**src/flash_guard_pkg.sv**
```systemverilog
// constants and types shared by the serial flash front end
package flash_guard_pkg;
    localparam logic [7:0] OP_WRITE_ENABLE  = 8'h06;
    localparam logic [7:0] OP_WRITE_DISABLE = 8'h04;
    localparam logic [7:0] OP_POWER_DOWN    = 8'hB9;
    localparam logic [7:0] OP_READ_ID       = 8'hAB;
    localparam logic [7:0] OP_SMALL_ERASE_A = 8'h20;
    localparam logic [7:0] OP_SMALL_ERASE_B = 8'hD7;
    localparam logic [7:0] OP_SECTOR_ERASE  = 8'hD8;
    localparam logic [7:0] OP_CHIP_ERASE_A  = 8'h60;
    localparam logic [7:0] OP_CHIP_ERASE_B  = 8'hC7;
    localparam logic [7:0] OP_PAGE_PROGRAM  = 8'h02;
    localparam logic [7:0] OP_STATUS_WRITE  = 8'h01;

    localparam int unsigned ADDR_W   = 24;
    localparam int unsigned BCNT_W   = 4;
    localparam int unsigned PU_CNT_W = 15;

    // byte counts of a frame, opcode included, and the last bit of a byte
    localparam logic [3:0] ONE_BYTE_FRAME     = 4'h1;
    localparam logic [3:0] STATUS_WRITE_BYTES = 4'h2;
    localparam logic [3:0] ADDR_FRAME_BYTES   = 4'h4;
    localparam logic [3:0] PROGRAM_MIN_BYTES  = 4'h5;
    localparam logic [3:0] BYTE_CNT_MAX       = 4'hF;
    localparam logic [2:0] LAST_BIT           = 3'h7;

    localparam int unsigned CLK_MHZ          = 50;
    localparam int unsigned POWER_UP_WAIT_US = 500;
    localparam int unsigned POWER_UP_WAIT_CYCLES =
        POWER_UP_WAIT_US * CLK_MHZ;

    localparam logic [3:0] PINS_RST = 4'hF;

    typedef enum logic [1:0] {
        LINK_IDLE  = 2'b00,
        LINK_SHIFT = 2'b01,
        LINK_HOLD  = 2'b10
    } link_state_t;
endpackage

```
**src/pin_sync.sv**
```systemverilog
// two-flop synchronisers for the serial pins
`timescale 1ns/100ps
module pin_sync #(
    parameter int unsigned     WIDTH   = 4,
    parameter logic [WIDTH-1:0] RST_VAL = '1
) (
    input  wire logic             clk,
    input  wire logic             sys_rst,
    input  wire logic [WIDTH-1:0] d,
    output logic      [WIDTH-1:0] q
);
    logic [WIDTH-1:0] meta_q;

    for (genvar i = 0; i < WIDTH; i++) begin : g_bit
        always_ff @(posedge clk) begin
            if (sys_rst) begin
                meta_q[i] <= RST_VAL[i];
                q[i]      <= RST_VAL[i];
            end else begin
                meta_q[i] <= d[i];
                q[i]      <= meta_q[i];
            end
        end
    end
endmodule

```
**src/serial_flash_hold_and_command_guard.sv**
```systemverilog
// serial front end: hold, power-up gating and malformed command guard
`timescale 1ns/100ps
// Notes on behaviour
// RULE_01 - hold falling with clock low suspends
// RULE_02 - hold rising resumes where it stopped
// RULE_03 - host toggles hold only while clock low
// RULE_04 - hold needs select low; select rise resets
// RULE_05 - suspended: output off, clock and input ignored
// RULE_06 - host waits power-up delay before commands
// RULE_07 - start in standby; power-down only by command
// RULE_08 - partial byte at select rise discards command
// RULE_09 - page program needs whole data bytes
// RULE_10 - status write with two data bytes ignored
// RULE_11 - status write completion clears write enable
// RULE_12 - erase completion clears write enable
// RULE_13 - program completion clears write enable
// RULE_14 - id opcode, 24 dummy bits, id repeats
// RULE_15 - write enable opcode sets latch, needed first
// RULE_16 - power-down blocks all but id; busy ignores
// RULE_17 - discarded command changes no state
module serial_flash_hold_and_command_guard #(
    parameter int unsigned POWER_UP_CYCLES =
        flash_guard_pkg::POWER_UP_WAIT_CYCLES,
    // arbitrary identifier value
    parameter logic [7:0]  DEVICE_ID       = 8'h5A
) (
    input  wire logic                              clk,
    input  wire logic                              sys_rst,
    input  wire logic                              cs_n,
    input  wire logic                              sck,
    input  wire logic                              si,
    input  wire logic                              hold_n,
    output logic                                   so,
    output logic                                   so_oe,
    input  wire logic                              write_busy,
    input  wire logic                              write_done,
    output logic                                   wel,
    output logic                                   power_down,
    output logic                                   dev_ready,
    output logic [flash_guard_pkg::ADDR_W-1:0]     addr,
    output logic                                   small_erase_go,
    output logic                                   sector_erase_go,
    output logic                                   chip_erase_go,
    output logic                                   program_go,
    output logic [7:0]                             prog_byte,
    output logic                                   prog_byte_strobe,
    output logic                                   status_write_go,
    output logic [7:0]                             status_data
);
    import flash_guard_pkg::*;

    logic [3:0]          pins_s;
    logic                sck_p_q, hold_n_p_q;
    link_state_t         state_q, state_d;
    logic [2:0]          bit_q;
    logic [BCNT_W-1:0]   byte_cnt_q;
    logic [7:0]          sh_q, opcode_q;
    logic [PU_CNT_W-1:0] pu_cnt_q;
    logic                ready_q, wel_q, pd_q, id_out_q, so_q;
    logic [4:0]          go_q;

    pin_sync #(.WIDTH(4), .RST_VAL(PINS_RST)) u_sync (
        .clk     (clk),
        .sys_rst (sys_rst),
        .d       ({cs_n, sck, si, hold_n}),
        .q       (pins_s)
    );

    wire cs_n_s    = pins_s[3];
    wire sck_s     = pins_s[2];
    wire si_s      = pins_s[1];
    wire hold_n_s  = pins_s[0];
    wire sck_rise  = sck_s & ~sck_p_q;
    wire sck_fall  = ~sck_s & sck_p_q;
    wire hold_fall = ~hold_n_s & hold_n_p_q;
    wire hold_rise = hold_n_s & ~hold_n_p_q;
    wire idle      = (state_q == LINK_IDLE);
    wire shifting  = (state_q == LINK_SHIFT) & ~cs_n_s;
    wire cs_rise   = ~idle & cs_n_s;

    // clock and input only count while shifting, never while held
    wire       shift_en  = shifting & sck_rise & ready_q; // RULE_05
    wire       byte_done = shift_en & (bit_q == LAST_BIT);
    wire [7:0] byte_val  = {sh_q[6:0], si_s};
    wire       whole     = (bit_q == 3'h0);

    // evaluated only at select rise, so a frame cut mid-byte raises no go pulse
    wire cmd_ok = cs_rise & whole & ready_q & ~write_busy
                  & ~pd_q; // RULE_08 RULE_16
    wire wen_ok = cmd_ok & wel_q; // RULE_15
    wire n_one  = (byte_cnt_q == ONE_BYTE_FRAME);
    wire op_small = (opcode_q == OP_SMALL_ERASE_A)
                    | (opcode_q == OP_SMALL_ERASE_B);
    wire op_chip  = (opcode_q == OP_CHIP_ERASE_A)
                    | (opcode_q == OP_CHIP_ERASE_B);
    wire do_wren  = cmd_ok & n_one & (opcode_q == OP_WRITE_ENABLE);
    wire do_wrdi  = cmd_ok & n_one & (opcode_q == OP_WRITE_DISABLE);
    wire do_pd    = cmd_ok & n_one & (opcode_q == OP_POWER_DOWN);
    wire do_small = wen_ok & op_small & (byte_cnt_q == ADDR_FRAME_BYTES);
    wire do_sect  = wen_ok & (opcode_q == OP_SECTOR_ERASE)
                    & (byte_cnt_q == ADDR_FRAME_BYTES);
    wire do_chip  = wen_ok & op_chip & n_one;
    wire do_prog  = wen_ok & (opcode_q == OP_PAGE_PROGRAM)
                    & (byte_cnt_q >= PROGRAM_MIN_BYTES); // RULE_09
    wire do_srw   = wen_ok & (opcode_q == OP_STATUS_WRITE)
                    & (byte_cnt_q == STATUS_WRITE_BYTES); // RULE_10
    wire pd_exit  = byte_done & pd_q & (byte_cnt_q == '0)
                    & (byte_val == OP_READ_ID); // RULE_16
    wire id_phase = (opcode_q == OP_READ_ID) & ~write_busy
                    & (byte_cnt_q >= ADDR_FRAME_BYTES); // RULE_14
    wire pp_data  = byte_done & (opcode_q == OP_PAGE_PROGRAM) & wel_q
                    & ~pd_q & ~write_busy
                    & (byte_cnt_q >= ADDR_FRAME_BYTES);

    always_comb begin
        state_d = state_q;
        case (state_q)
            LINK_IDLE: begin
                if (!cs_n_s) state_d = LINK_SHIFT;
            end
            LINK_SHIFT: begin
                if (cs_n_s) state_d = LINK_IDLE; // RULE_04
                else if (hold_fall && !sck_s) state_d = LINK_HOLD; // RULE_01
            end
            LINK_HOLD: begin
                if (cs_n_s) state_d = LINK_IDLE; // RULE_04
                else if (hold_rise) state_d = LINK_SHIFT; // RULE_02
            end
            default: state_d = LINK_IDLE;
        endcase
    end

    always_ff @(posedge clk) begin
        if (sys_rst) begin
            state_q    <= LINK_IDLE;
            sck_p_q    <= 1'b1;
            hold_n_p_q <= 1'b1;
        end else begin
            state_q    <= state_d;
            sck_p_q    <= sck_s;
            hold_n_p_q <= hold_n_s;
        end
    end

    // counters survive a hold so the frame resumes mid-byte
    always_ff @(posedge clk) begin
        if (sys_rst || idle) begin
            bit_q      <= 3'h0; // RULE_04
            byte_cnt_q <= '0;
            sh_q       <= 8'h00;
        end else if (shift_en) begin
            bit_q <= bit_q + 3'h1;
            sh_q  <= byte_val;
            if (byte_done && byte_cnt_q != BYTE_CNT_MAX)
                byte_cnt_q <= byte_cnt_q + 4'h1;
        end
    end

    always_ff @(posedge clk) begin
        if (sys_rst) begin
            opcode_q    <= 8'h00;
            addr        <= '0;
            status_data <= 8'h00;
            prog_byte   <= 8'h00;
        end else if (byte_done) begin
            if (byte_cnt_q == '0) opcode_q <= byte_val;
            if (byte_cnt_q != '0 && byte_cnt_q < ADDR_FRAME_BYTES)
                addr <= {addr[ADDR_W-9:0], byte_val};
            if (byte_cnt_q == ONE_BYTE_FRAME) status_data <= byte_val;
            if (pp_data) prog_byte <= byte_val;
        end
    end

    // host is trusted to hold off, but early frames are still dropped
    always_ff @(posedge clk) begin
        if (sys_rst) begin
            pu_cnt_q <= '0;
            ready_q  <= 1'b0;
        end else if (!ready_q) begin
            pu_cnt_q <= pu_cnt_q + 1'b1;
            ready_q  <= (pu_cnt_q == PU_CNT_W'(POWER_UP_CYCLES - 1)); // RULE_06
        end
    end

    always_ff @(posedge clk) begin
        if (sys_rst) begin
            wel_q <= 1'b0;
            pd_q  <= 1'b0; // RULE_07
        end else begin
            if (do_wren) wel_q <= 1'b1; // RULE_15
            else if (write_done || do_wrdi) wel_q <= 1'b0; // RULE_11 RULE_12 RULE_13
            if (do_pd) pd_q <= 1'b1; // RULE_16
            else if (pd_exit) pd_q <= 1'b0;
        end
    end

    always_ff @(posedge clk) begin
        if (sys_rst) begin
            go_q             <= 5'h00;
            prog_byte_strobe <= 1'b0;
        end else begin
            go_q             <= {do_small, do_sect, do_chip, do_prog, do_srw}; // RULE_17
            prog_byte_strobe <= pp_data;
        end
    end

    // bit 7-n of each output byte leaves on the fall before rise n
    always_ff @(posedge clk) begin
        if (sys_rst || idle) begin
            so_q     <= 1'b0;
            id_out_q <= 1'b0;
        end else if (shifting && sck_fall && id_phase) begin
            so_q     <= DEVICE_ID[LAST_BIT - bit_q]; // RULE_14
            id_out_q <= 1'b1;
        end
    end

    assign so_oe           = id_out_q & shifting; // RULE_05
    assign so              = so_q;
    assign wel             = wel_q;
    assign power_down      = pd_q;
    assign dev_ready       = ready_q;
    assign small_erase_go  = go_q[4];
    assign sector_erase_go = go_q[3];
    assign chip_erase_go   = go_q[2];
    assign program_go      = go_q[1];
    assign status_write_go = go_q[0];

    wire any_go = |go_q;
endmodule

```
**config.mk**
```make
export PLATFORM = sky130hd
export DESIGN_NAME = serial_flash_hold_and_command_guard
export DESIGN_NICKNAME = d
export VERILOG_FILES = /design/src/flash_guard_pkg.sv /design/src/pin_sync.sv /design/src/serial_flash_hold_and_command_guard.sv
export SDC_FILE = /design/constraint.sdc
export NUM_CORES = 1
export LEC_CHECK = 0
export BUFFER_PORTS_ARGS = -buffer_cell sky130_fd_sc_hd__clkbuf_2
export CORE_MARGIN = 2
export CORE_UTILIZATION = 40
export DETAILED_ROUTE_END_ITERATION = 10
export GPL_TIMING_DRIVEN = 0
export PLACE_DENSITY = 0.56
export SYNTH_ARGS = -nofsm -noshare
export SYNTH_HDL_FRONTEND = slang
export SYNTH_SLANG_ARGS = --single-unit
```
**constraint.sdc**
```tcl
create_clock -name clk -period 3.4 [get_ports clk]
set_input_delay 1.02 -clock clk [delete_from_list [all_inputs] [get_ports clk]]
set_output_delay 1.02 -clock clk [all_outputs]
set_load 0.1 [all_outputs]
```
==> results of run 1 <==
[worst max-delay path: stages (launching register included)]
cell and delay [ns]:
dfxtp_1 0.41, nor3b_1 0.60, and2_1 0.21, clkbuf_2 0.45
[cells in the final DEF, fill, tap and decap left out, types with 9 or more instances in the layout]
cell type and instances:
dfxtp_1 100, nor2_1 73, clkbuf_2 58, mux2i_1 51, nand3_1 15, a21oi_1 14
clkbuf_1 13, nand2_1 13, clkbuf_8 12, or2_2 12, nand4_1 12, xnor2_1 11
nor4_1 9
[cells by family (layout without fill, tap and decap cells)]
group,Yosys count,after routing
AOI/OAI and AO/OA,38,38
xor gates and xnor gates,14,14
adders and majority gates,8,8
buffers and inverters,31,105
DFF,100,100
muxes,51,51
and+or+nand+nor,188,188
[worst max-delay path by stage]
stage | start | to | slack [ns] | depth (start not counted)
finish | state_q[0] | so_oe | 0.35 | 3
global route | state_q[0] | so_oe | 0.23 | 3
CTS | state_q[0] | so_oe | 0.36 | 3
global placement | state_q[0] | so_oe | 0.79 | 3
detailed placement | state_q[0] | so_oe | 0.77 | 3
floorplan | state_q[0] | so_oe | 0.85 | 2
[layout make-up]
type | count | area (µm²)
Clock inverter | 6 | 77.57
Fill cell | 1026 | 5351
Timing Repair Buffer | 58 | 290.3
Clock buffer | 10 | 137.6
Sequential cell | 100 | 2002
Multi-Input combinational cell | 299 | 1992
Inverter | 8 | 30.03
Tap cell | 136 | 170.2
Buffer | 23 | 133.9
[registers in the layout, summed over array words and instances (netlist names), 2 cells and up]
name           flops
sh_q               7
go_q               5
status_data        8
bit_q              3
addr              24
opcode_q           8
prog_byte          8
pu_cnt_q          15
u_sync.q           4
u_sync.meta_q      4
byte_cnt_q         4
state_q            2
[Yosys cell counts (2+ instances only)]
master,instances,area [µm²]
a21oi_1,14,70.07
and2_1,2,12.51
and3_1,3,18.77
and4b_1,2,20.02
buf_2,4,20.02
buf_6,3,33.78
clkbuf_1,13,48.80
clkbuf_8,2,27.53
dfxtp_1,100,2002
ha_1,8,100.1
inv_1,8,30.03
mux2i_1,51,510.5
nand2_1,13,48.80
nand2b_1,4,25.02
nand3_1,15,75.07
nand4_1,12,75.07
nand4b_1,8,70.07
nor2_1,73,274.0
nor2b_1,6,37.54
nor3_1,7,35.03
nor3b_1,5,37.54
nor4_1,9,56.30
nor4bb_1,2,20.02
o21ai_0,8,40.04
o21ai_1,2,10.01
o31ai_1,8,60.06
or2_2,12,75.07
or3_1,3,18.77
or3b_2,2,17.52
or4_1,2,15.01
xnor2_1,11,96.34
xor2_1,3,26.28
[per-layer routing]
layer / vias up / GRT usage [%] / wire [µm]
met3: 13 / 3.679 / 333
met4: 0 / 6.297 / 156
met1: 1554 / 24.99 / 4606
li1: 1651 / - / -
met2: 51 / 28.16 / 4413
met5: - / 0 / 0
[metrics by stage]
step           setup slack [ns]  std cells
2_1_floorplan            0.8465        430
3_3_place_gp             0.7926        624
3_5_place_dp             0.7688        624
4_1_cts                  0.3562        640
5_1_grt                  0.2284        640
6_report                 0.3479        640
[power groups by stage]
stage               logic [mW]  registers (mW)  clock network, mW
detailed placement      0.0431            1.21                  0
floorplan               0.0286            1.21                  0
CTS                     0.0432            1.19              0.838
global placement        0.0422            1.21                  0
global route            0.0480            1.19              0.895
finish                  0.0420            1.19              0.819
==> reports/metrics.yaml, run 1 <==
outcome:
  status: "finished clean"
floorplan:
  dieArea_um2: 11230
  rows: 37
  die_w_um: 106.0
  start_util_pct: 40.82
  ios: 59
  coreArea_um2: 10180
  die_h_um: 106.0
clock_tree:
  ctsResizeCount: 0
  postCtsSetupBuffers: 0
  h-tree-depth: 3
  clock-sinks: 100
  cts_buffer_depth: 2
  cts-buffers-inserted: 9
  hold_buffers: 0
  root_buffer: "clkbuf_8"
  tritoncts: "built"
  insertion_delay_ns: 0.37
  clk_pin_slew_ns: 0.10
power_and_ir_drop:
  clock_power_share_pct: 40.0
  p_int_mw: 1.572
  powerDensity_nw_per_um2: 423.8
  comb_power_share_pct: 2.1
  p_sw_uw: 476.1
  total_power_mw: 2.048
  vdd_ir_drop_max_uv: 254.1
  p_sw_share_pct: 23.24
  p_leak_nw: 1.998
  power_frac_seq_pct: 58.0
worst_setup_path:
  worstSetupEndpointType: "output port"
  timing.rr.start: "bit_q[0]"
  reg2reg_depth: 8
  r2r_setup_slack_ns: 1.06
  reg2reg_to: "addr[16]"
  timing_worst_setup_path_type: "reg -> out"
  required_ns: 2.38
  crit_fanout: 6
  cp.arrival_ns: 2.03
  start_kind: "flop"
timing:
  tns_ns: 0
  fin_crit_sh_pct: 89.77
  fmax_mhz: 327.6
  finalHoldViolCount: 0
  rsz0062_at_grt: "false"
  worst_pin_slew_ns: 0.6897
  finalClockSkew_ns: 0.01527
  slew_viol_final: 0
  setup_viol: 0
  fin_hold_ws_ns: 0.4156
  slew_headroom_pct: 53.92
  fin_crit_ns: 3.052
synth:
  seq_area_frac_synth_pct: 48.15
  synth_compound_area_share_pct: 5.597
  synth.distinct_cells: 47
  synthMuxAreaShare_pct: 12.28
  synthCells: 430
  async_flop_share_pct: 0
  synth_top_family_by_area: "simple AND/OR/NAND/NOR gates"
  yosys.area_share.simple_pct: 24.68
  synth_edf_count: 0
  syn_avg_cell_area_um2: 9.669
  synth_xor_area_share_pct: 2.949
  ys_ff_latch: 100
  synth_nets: 446
  yosysWarnings: 0
  ys.flop_type: "dfxtp_1"
  synthAdderAreaFrac_pct: 2.407
  synthesis.area_um2: 4158
grt:
  grt_usage_pct: 18.09
  grt_pass1_wl_um: 16040
  grt_max_degree: 19
  overflow: 0
  grt_pass1_vias: 3112
  antenna_found_initial: 0
final_layout:
  diodes: 0
  final_util_pct: 47.46
  final_nets: 515
  drive_above_1_share_pct: 20.44
  area_growth_pct: 16.25
  final_area_um2: 4833
hold_path:
  holdPathStages: 1
  hp-class: "reg -> reg"
  worstHoldStart: "u_sync.meta_q[3]"
  hold_end: "u_sync.q[3]"
place:
  routabilityCongestion: 0.8012
  place_area_um2: 4618
  numPortBuffers: 58
  dpl.hpwl_um: 6875
routing:
  viasPerCell: 5.108
  wl_per_cell_um: 14.86
  drt-total-wl_um: 9510
  drc: 0
  firstDrtPassIters: 4
  ant_nets: 0
  num_vias: 3269
  drtIter0Drc: 186
job:
  drv_cap: 0
(Power assumes the default switching activity.)
==> run 2, diff against run 1 <==
--- a/config.mk
+++ b/config.mk
@@ -7,10 +7,10 @@
 export LEC_CHECK = 0
 export BUFFER_PORTS_ARGS = -buffer_cell sky130_fd_sc_hd__clkbuf_2
 export CORE_MARGIN = 2
-export CORE_UTILIZATION = 40
+export CORE_UTILIZATION = 55
 export DETAILED_ROUTE_END_ITERATION = 10
 export GPL_TIMING_DRIVEN = 0
-export PLACE_DENSITY = 0.56
+export PLACE_DENSITY = 0.74
 export SYNTH_ARGS = -nofsm -noshare
 export SYNTH_HDL_FRONTEND = slang
 export SYNTH_SLANG_ARGS = --single-unit
==> reports/metrics.yaml, run 2 (synthesis results as in run 1) <==
grt:
  antenna_found_initial: 0  # unchanged
  grt_pass1_wl_um: 14810  # was 16040 µm
  grt_pass1_vias: 3071  # was 3112
  overflow: 0  # unchanged
  grt_usage_pct: 22.12  # was 18.09%
  grt_max_degree: 19  # unchanged
timing:
  finalHoldViolCount: 0  # unchanged
  tns_ns: 0  # unchanged
  fin_ws_ns: 0.4121  # was 0.3479 ns
  fin_crit_sh_pct: 87.88  # was 89.77%
  fmax_mhz: 334.7  # was 327.6 MHz
  slew_headroom_pct: 59.05  # was 53.92%
  rsz0062_at_grt: "false"  # unchanged
  slew_viol_final: 0  # unchanged
  setup_viol: 0  # unchanged
  worst_pin_slew_ns: 0.6129  # was 0.6897 ns
  fin_crit_ns: 2.988  # was 3.052 ns
  finalClockSkew_ns: 0.008256  # was 0.01527 ns
floorplan:
  start_util_pct: 57.02  # was 40.82%
  ios: 59  # unchanged
  die_w_um: 90.95  # was 106.0 µm
  coreArea_um2: 7292  # was 10180 µm²
  rows: 31  # was 37
  die_h_um: 90.95  # was 106.0 µm
  dieArea_um2: 8271  # was 11230 µm²
hold_path:
  hp-class: "reg -> reg"  # unchanged
  holdPathStages: 1  # unchanged
final_layout:
  top_register: "addr"  # unchanged
  area_growth_pct: 14.54  # was 16.25%
  top_regs: "addr x24, pu_cnt_q x15"  # unchanged
  drive_above_1_share_pct: 20.44  # unchanged
  layout.cells.most_common: "dfxtp_1"  # unchanged
  diodes: 0  # unchanged
  final_nets: 515  # unchanged
  fillers: 650  # was 1026
  largest_reg_flops: 24  # unchanged
  final_cell_mix: "100 x dfxtp_1, 73 x nor2_1, 58 x clkbuf_2"  # unchanged
  final_area_um2: 4762  # was 4833 µm²
clock_tree:
  cts_buffer_depth: 2  # unchanged
  tritoncts: "built"  # unchanged
  root_buffer: "clkbuf_8"  # unchanged
  cts-buffers-inserted: 9  # unchanged
  ctsResizeCount: 0  # unchanged
  postCtsSetupBuffers: 0  # unchanged
  insertion_delay_ns: 0.37  # about the same
  h-tree-depth: 3  # unchanged
  clock-sinks: 100  # unchanged
  clk_pin_slew_ns: 0.10  # about the same
  hold_buffers: 0  # unchanged
worst_setup_path:
  r2r_setup_slack_ns: 1.08  # was 1.06 ns
  timing.rr.start: "bit_q[0]"  # unchanged
  critPathSlowestCell: "nor3b_1"  # unchanged
  start_kind: "flop"  # unchanged
  timing_worst_setup_path_type: "reg -> out"  # unchanged
  crit_start: "state_q[0]"  # unchanged
  slowest_delay_ns: 0.55  # was 0.60 ns
  worstSetupEndpointType: "output port"  # unchanged
  required_ns: 2.38  # about the same
  crit_end: "so_oe"  # unchanged
  cp.arrival_ns: 1.97  # was 2.03 ns
  path_cells: "nor3b_1, and2_1, clkbuf_2"  # unchanged
  crit_fanout: 6  # unchanged
  reg2reg_to: "addr[21]"  # was addr[16]
  reg2reg_depth: 8  # unchanged
place:
  place_area_um2: 4572  # was 4618 µm²
  routabilityCongestion: 0.8425  # was 0.8012
  numPortBuffers: 58  # unchanged
  dpl.hpwl_um: 6478  # was 6875 µm
  dp_slack_ns: 0.8414  # was 0.7688 ns
routing:
  viasPerCell: 5.396  # was 5.108
  drc: 0  # unchanged
  top_layer_used: "met4"  # unchanged
  wl_met2_um: 4206  # was 4413 µm
  dr_wl_met3_um: 300  # was 333 µm
  m1WireLength_um: 4185  # was 4606 µm
  wl_per_cell_um: 14.63  # was 14.86 µm
  drt-total-wl_um: 8824  # was 9510 µm
  ant_nets: 0  # unchanged
  num_vias: 3254  # was 3269
  firstDrtPassIters: 5  # was 4
  drtIter0Drc: 129  # was 186
power_and_ir_drop:
  p_leak_nw: 1.987  # was 1.998 nW
  vdd_ir_drop_max_uv: 235.9  # was 254.1 µV
  powerDensity_nw_per_um2: 410.4  # was 423.8 nW/µm²
outcome:
  status: "finished clean"  # unchanged
job:
  drv_cap: 0  # unchanged
==> run 2: cell types whose count changed in the layout (fill, tap and decap cells not counted) <==
cell,before,now
clkinv_2,0,1
inv_6,2,1
bufinv_16,1,0
clkinv_4,0,1
==> run 2: layout make-up <==
class	instances	area [µm²]	area share (%)
Inverter	8	30.03	0.6306
Clock buffer	10	137.6	2.890
Timing Repair Buffer	58	290.3	6.096
Sequential cell	100	2002	42.04
Clock inverter	6	52.55	1.104
Tap cell	99	123.9	2.601
Buffer	23	133.9	2.811
Multi-Input combinational cell	299	1992	41.83
==> run 2: how the worst min path moves through the flow <==
stage                startpoint           to  slack [ns]
5_1_grt        u_sync.meta_q[3]  u_sync.q[3]        0.43
4_1_cts        u_sync.meta_q[1]  u_sync.q[1]        0.42
3_5_place_dp   u_sync.meta_q[1]  u_sync.q[1]        0.39
2_1_floorplan  u_sync.meta_q[0]  u_sync.q[0]        0.39
3_3_place_gp   u_sync.meta_q[3]  u_sync.q[3]        0.39
6_report       u_sync.meta_q[1]  u_sync.q[1]        0.42
==> run 2: power by group <==
| group | leakage [nW] | total [mW] | internal (mW) | switching [mW] |
|---|---|---|---|---|
| clock | 0.0967 | 0.726 | 0.299 | 0.427 |
| combinational | 1.08 | 0.0408 | 0.0167 | 0.0242 |
| sequential | 0.808 | 1.19 | 1.18 | 0.00819 |
==> run 2: metrics by stage <==
step	cells	hold slack (ns)	power (mW)	util [%]
floorplan	430	0.3895	1.240	-
global placement	587	0.3922	1.255	62.70
detailed placement	587	0.3945	1.255	62.70
CTS	603	0.4201	1.972	65.31
global route	603	0.4264	2.028	65.31
finish	603	0.4170	1.954	65.31
==> run 2: per-layer routing <==
layer  track usage (%)  vias to the layer above
li1                  -                     1649
met1             29.68                     1544
met2             36.36                       50
met3             3.817                       11
met4             7.197                        0
met5                 0                        -
==> run 2: critical path: cells and delay by family (launching register included) <==
kind | cells | cell delay [ns]
and+or+nand+nor | 2 | 0.76
buffers and inverters | 1 | 0.45
DFF | 1 | 0.40
==> run 3, diff against run 2 <==
--- a/config.mk
+++ b/config.mk
@@ -13,4 +13,5 @@
 export PLACE_DENSITY = 0.74
 export SYNTH_ARGS = -nofsm -noshare
 export SYNTH_HDL_FRONTEND = slang
+export SYNTH_HIERARCHICAL = 1
 export SYNTH_SLANG_ARGS = --single-unit
==> reports/metrics.yaml, run 3 <==
place:
  place_area_um2: 4472  # was 4572 µm²
  routabilityCongestion: 0.8882  # was 0.8425
  numPortBuffers: 58  # unchanged
  dp_slack_ns: 0.6966  # was 0.8414 ns
  dpl.hpwl_um: 6142  # was 6478 µm
synth:
  synthesis.area_um2: 4058  # was 4158 µm²
  synth_top_cells_by_count: "100 x dfxtp_1, 70 x nor2_1, 51 x mux2i_1"  # was 100 x dfxtp_1, 73 x nor2_1, 51 x mux2i_1
  seq_area_frac_synth_pct: 49.34  # was 48.15%
  synth.distinct_cells: 49  # was 47
  synthTopCellsByArea: "dfxtp_1 49%, mux2i_1 13%, nor2_1 6.5%, ha_1 2.5%, nand3_1 2.2%"  # was dfxtp_1 48%, mux2i_1 12%, nor2_1 6.6%, ha_1 2.4%, xnor2_1 2.3%
  synth_top_area_cell: "dfxtp_1"  # unchanged
  synth_nets: 436  # was 446
  ys.flop_type: "dfxtp_1"  # unchanged
  yosysWarnings: 6  # was 0
  synth_edf_count: 0  # unchanged
  synth.most_common_cell: "dfxtp_1"  # unchanged
  ys_ff_latch: 100  # unchanged
  synth_top_area_share_pct: 49.34  # was 48.15%
  syn_avg_cell_area_um2: 9.661  # was 9.669 µm²
  async_flop_share_pct: 0  # unchanged
  synthCells: 420  # was 430
power_and_ir_drop:
  total_power_mw: 1.919  # was 1.954 mW
  powerDensity_nw_per_um2: 412.2  # was 410.4 nW/µm²
  vdd_ir_drop_max_uv: 343.9  # was 235.9 µV
  p_leak_nw: 2.026  # was 1.987 nW
timing:
  tns_ns: 0  # unchanged
  fin_ws_ns: 0.4793  # was 0.4121 ns
  fin_crit_ns: 2.921  # was 2.988 ns
  fin_hold_ws_ns: 0.4108  # was 0.4170 ns
  slew_viol_final: 0  # unchanged
  setup_viol: 0  # unchanged
  fin_crit_sh_pct: 85.90  # was 87.88%
  finalHoldViolCount: 0  # unchanged
  fmax_mhz: 342.4  # was 334.7 MHz
  slew_headroom_pct: 45.75  # was 59.05%
  worst_pin_slew_ns: 0.8094  # was 0.6129 ns
  finalClockSkew_ns: 0.006535  # was 0.008256 ns
  rsz0062_at_grt: "false"  # unchanged
grt:
  antenna_found_initial: 0  # unchanged
  grt_pass1_vias: 3016  # was 3071
  grt_max_degree: 19  # unchanged
  overflow: 0  # unchanged
  grt_pass1_wl_um: 14440  # was 14810 µm
  grt_usage_pct: 21.82  # was 22.12%
final_layout:
  diodes: 0  # unchanged
  final_area_um2: 4656  # was 4762 µm²
  area_growth_pct: 14.74  # was 14.54%
  largest_reg_flops: 24  # unchanged
  top_register: "addr"  # unchanged
  layout.cells.most_common: "dfxtp_1"  # unchanged
  multi_input_area_um2: 1929  # was 1992 µm²
  drive_above_1_share_pct: 16.80  # was 20.44%
  regArea_um2: 2002  # unchanged
  final_nets: 505  # was 515
  fillers: 618  # was 650
  final_cell_mix: "100 x dfxtp_1, 70 x nor2_1, 58 x clkbuf_2"  # was 100 x dfxtp_1, 73 x nor2_1, 58 x clkbuf_2
  top_regs: "addr x24, pu_cnt_q x15"  # unchanged
clock_tree:
  hold_buffers: 0  # unchanged
  clock-sinks: 100  # unchanged
  tritoncts: "built"  # unchanged
  cts-buffers-inserted: 9  # unchanged
  ctsResizeCount: 0  # unchanged
  cts_buffer_depth: 2  # unchanged
  clk_pin_slew_ns: 0.10  # about the same
  root_buffer: "clkbuf_8"  # unchanged
  postCtsSetupBuffers: 0  # unchanged
  insertion_delay_ns: 0.36  # was 0.37 ns
  h-tree-depth: 3  # unchanged
worst_setup_path:
  cp.arrival_ns: 1.90  # was 1.97 ns
  timing_worst_setup_path_type: "reg -> out"  # unchanged
  worstSetupEndpointType: "output port"  # unchanged
  required_ns: 2.38  # about the same
  r2r_setup_slack_ns: 0.83  # was 1.08 ns
  path_cells: "nor3b_1, and2_1, clkbuf_2"  # unchanged
  slowest_delay_ns: 0.45  # was 0.55 ns
  critPathSlowestCell: "dfxtp_1"  # was nor3b_1
  start_kind: "flop"  # unchanged
  crit_fanout: 8  # was 6
floorplan:
  coreArea_um2: 7214  # was 7292 µm²
  dieArea_um2: 8080  # was 8271 µm²
  rows: 31  # unchanged
  die_h_um: 89.89  # was 90.95 µm
  start_util_pct: 56.24  # was 57.02%
  die_w_um: 89.89  # was 90.95 µm
  ios: 59  # unchanged
routing:
  dr_wl_met3_um: 390  # was 300 µm
  m1WireLength_um: 4033  # was 4185 µm
  drt-total-wl_um: 8514  # was 8824 µm
  wl_per_cell_um: 14.36  # was 14.63 µm
  top_layer_used: "met4"  # unchanged
  drc: 0  # unchanged
  drtIter0Drc: 127  # was 129
  num_vias: 3202  # was 3254
  firstDrtPassIters: 4  # was 5
  ant_nets: 0  # unchanged
  wl_met2_um: 3985  # was 4206 µm
  viasPerCell: 5.400  # was 5.396
job:
  drv_cap: 0  # unchanged
hold_path:
  hp-class: "reg -> reg"  # unchanged
outcome:
  status: "finished clean"  # unchanged
## run 3: cell type report
type / count / area share, %
multi-input cells: 289 / 41.44
flip-flops and latches: 100 / 43.00
inverters: 9 / 0.7256
clock buffers: 9 / 2.661
plain buffers: 22 / 1.989
clock inverters: 7 / 1.290
well taps: 99 / 2.661
repair buffers: 58 / 6.235
## run 3: power by group
group / switching, mW / internal [mW]
clock: 0.418 / 0.278
combinational: 0.0240 / 0.0134
sequential: 0.00728 / 1.18
## run 3: metal layers
layer	vias to the layer above	global-route usage, %
met1	1504	28.23
met5	-	0
li1	1614	-
met2	72	36.30
met3	12	5.700
met4	0	6.154
## run 3: path summary, 6_finish.rpt
path	depth (start not counted)	end	from
worst max-delay path	3	so_oe	state_q[0]
worst min register to register	1	u_sync/q[3]	u_sync/meta_q[3]
worst max register to register	7	power_down	bit_q[0]
worst min-delay path	1	u_sync/q[3]	u_sync/meta_q[3]
## run 3: critical path, delay by kind of cell, from the launching register on
| kind | cells | cell delay [ns] |
|---|---|---|
| buffers and inverters | 1 | 0.45 |
| flip-flops | 1 | 0.45 |
| AND/OR/NAND/NOR | 2 | 0.64 |
## run 3: cell families (layout without fill, tap and decap cells)
family | after synthesis | in the layout | share of synthesized area, %
flops | 100 | 100 | 49.34
compound gates | 41 | 41 | 6.168
xor+xnor | 14 | 14 | 3.022
fa+ha+maj | 8 | 8 | 2.467
simple gates | 175 | 175 | 23.31
mux | 51 | 51 | 12.58
buf+inv | 31 | 105 | 3.114
## run 3: through the flow
stage                     util [%]  instances
after global routing         64.53        593
after floorplan                  -        420
after detailed placement     61.98        577
after global placement       61.98        577
final                        64.53        593
after CTS                    64.53        593
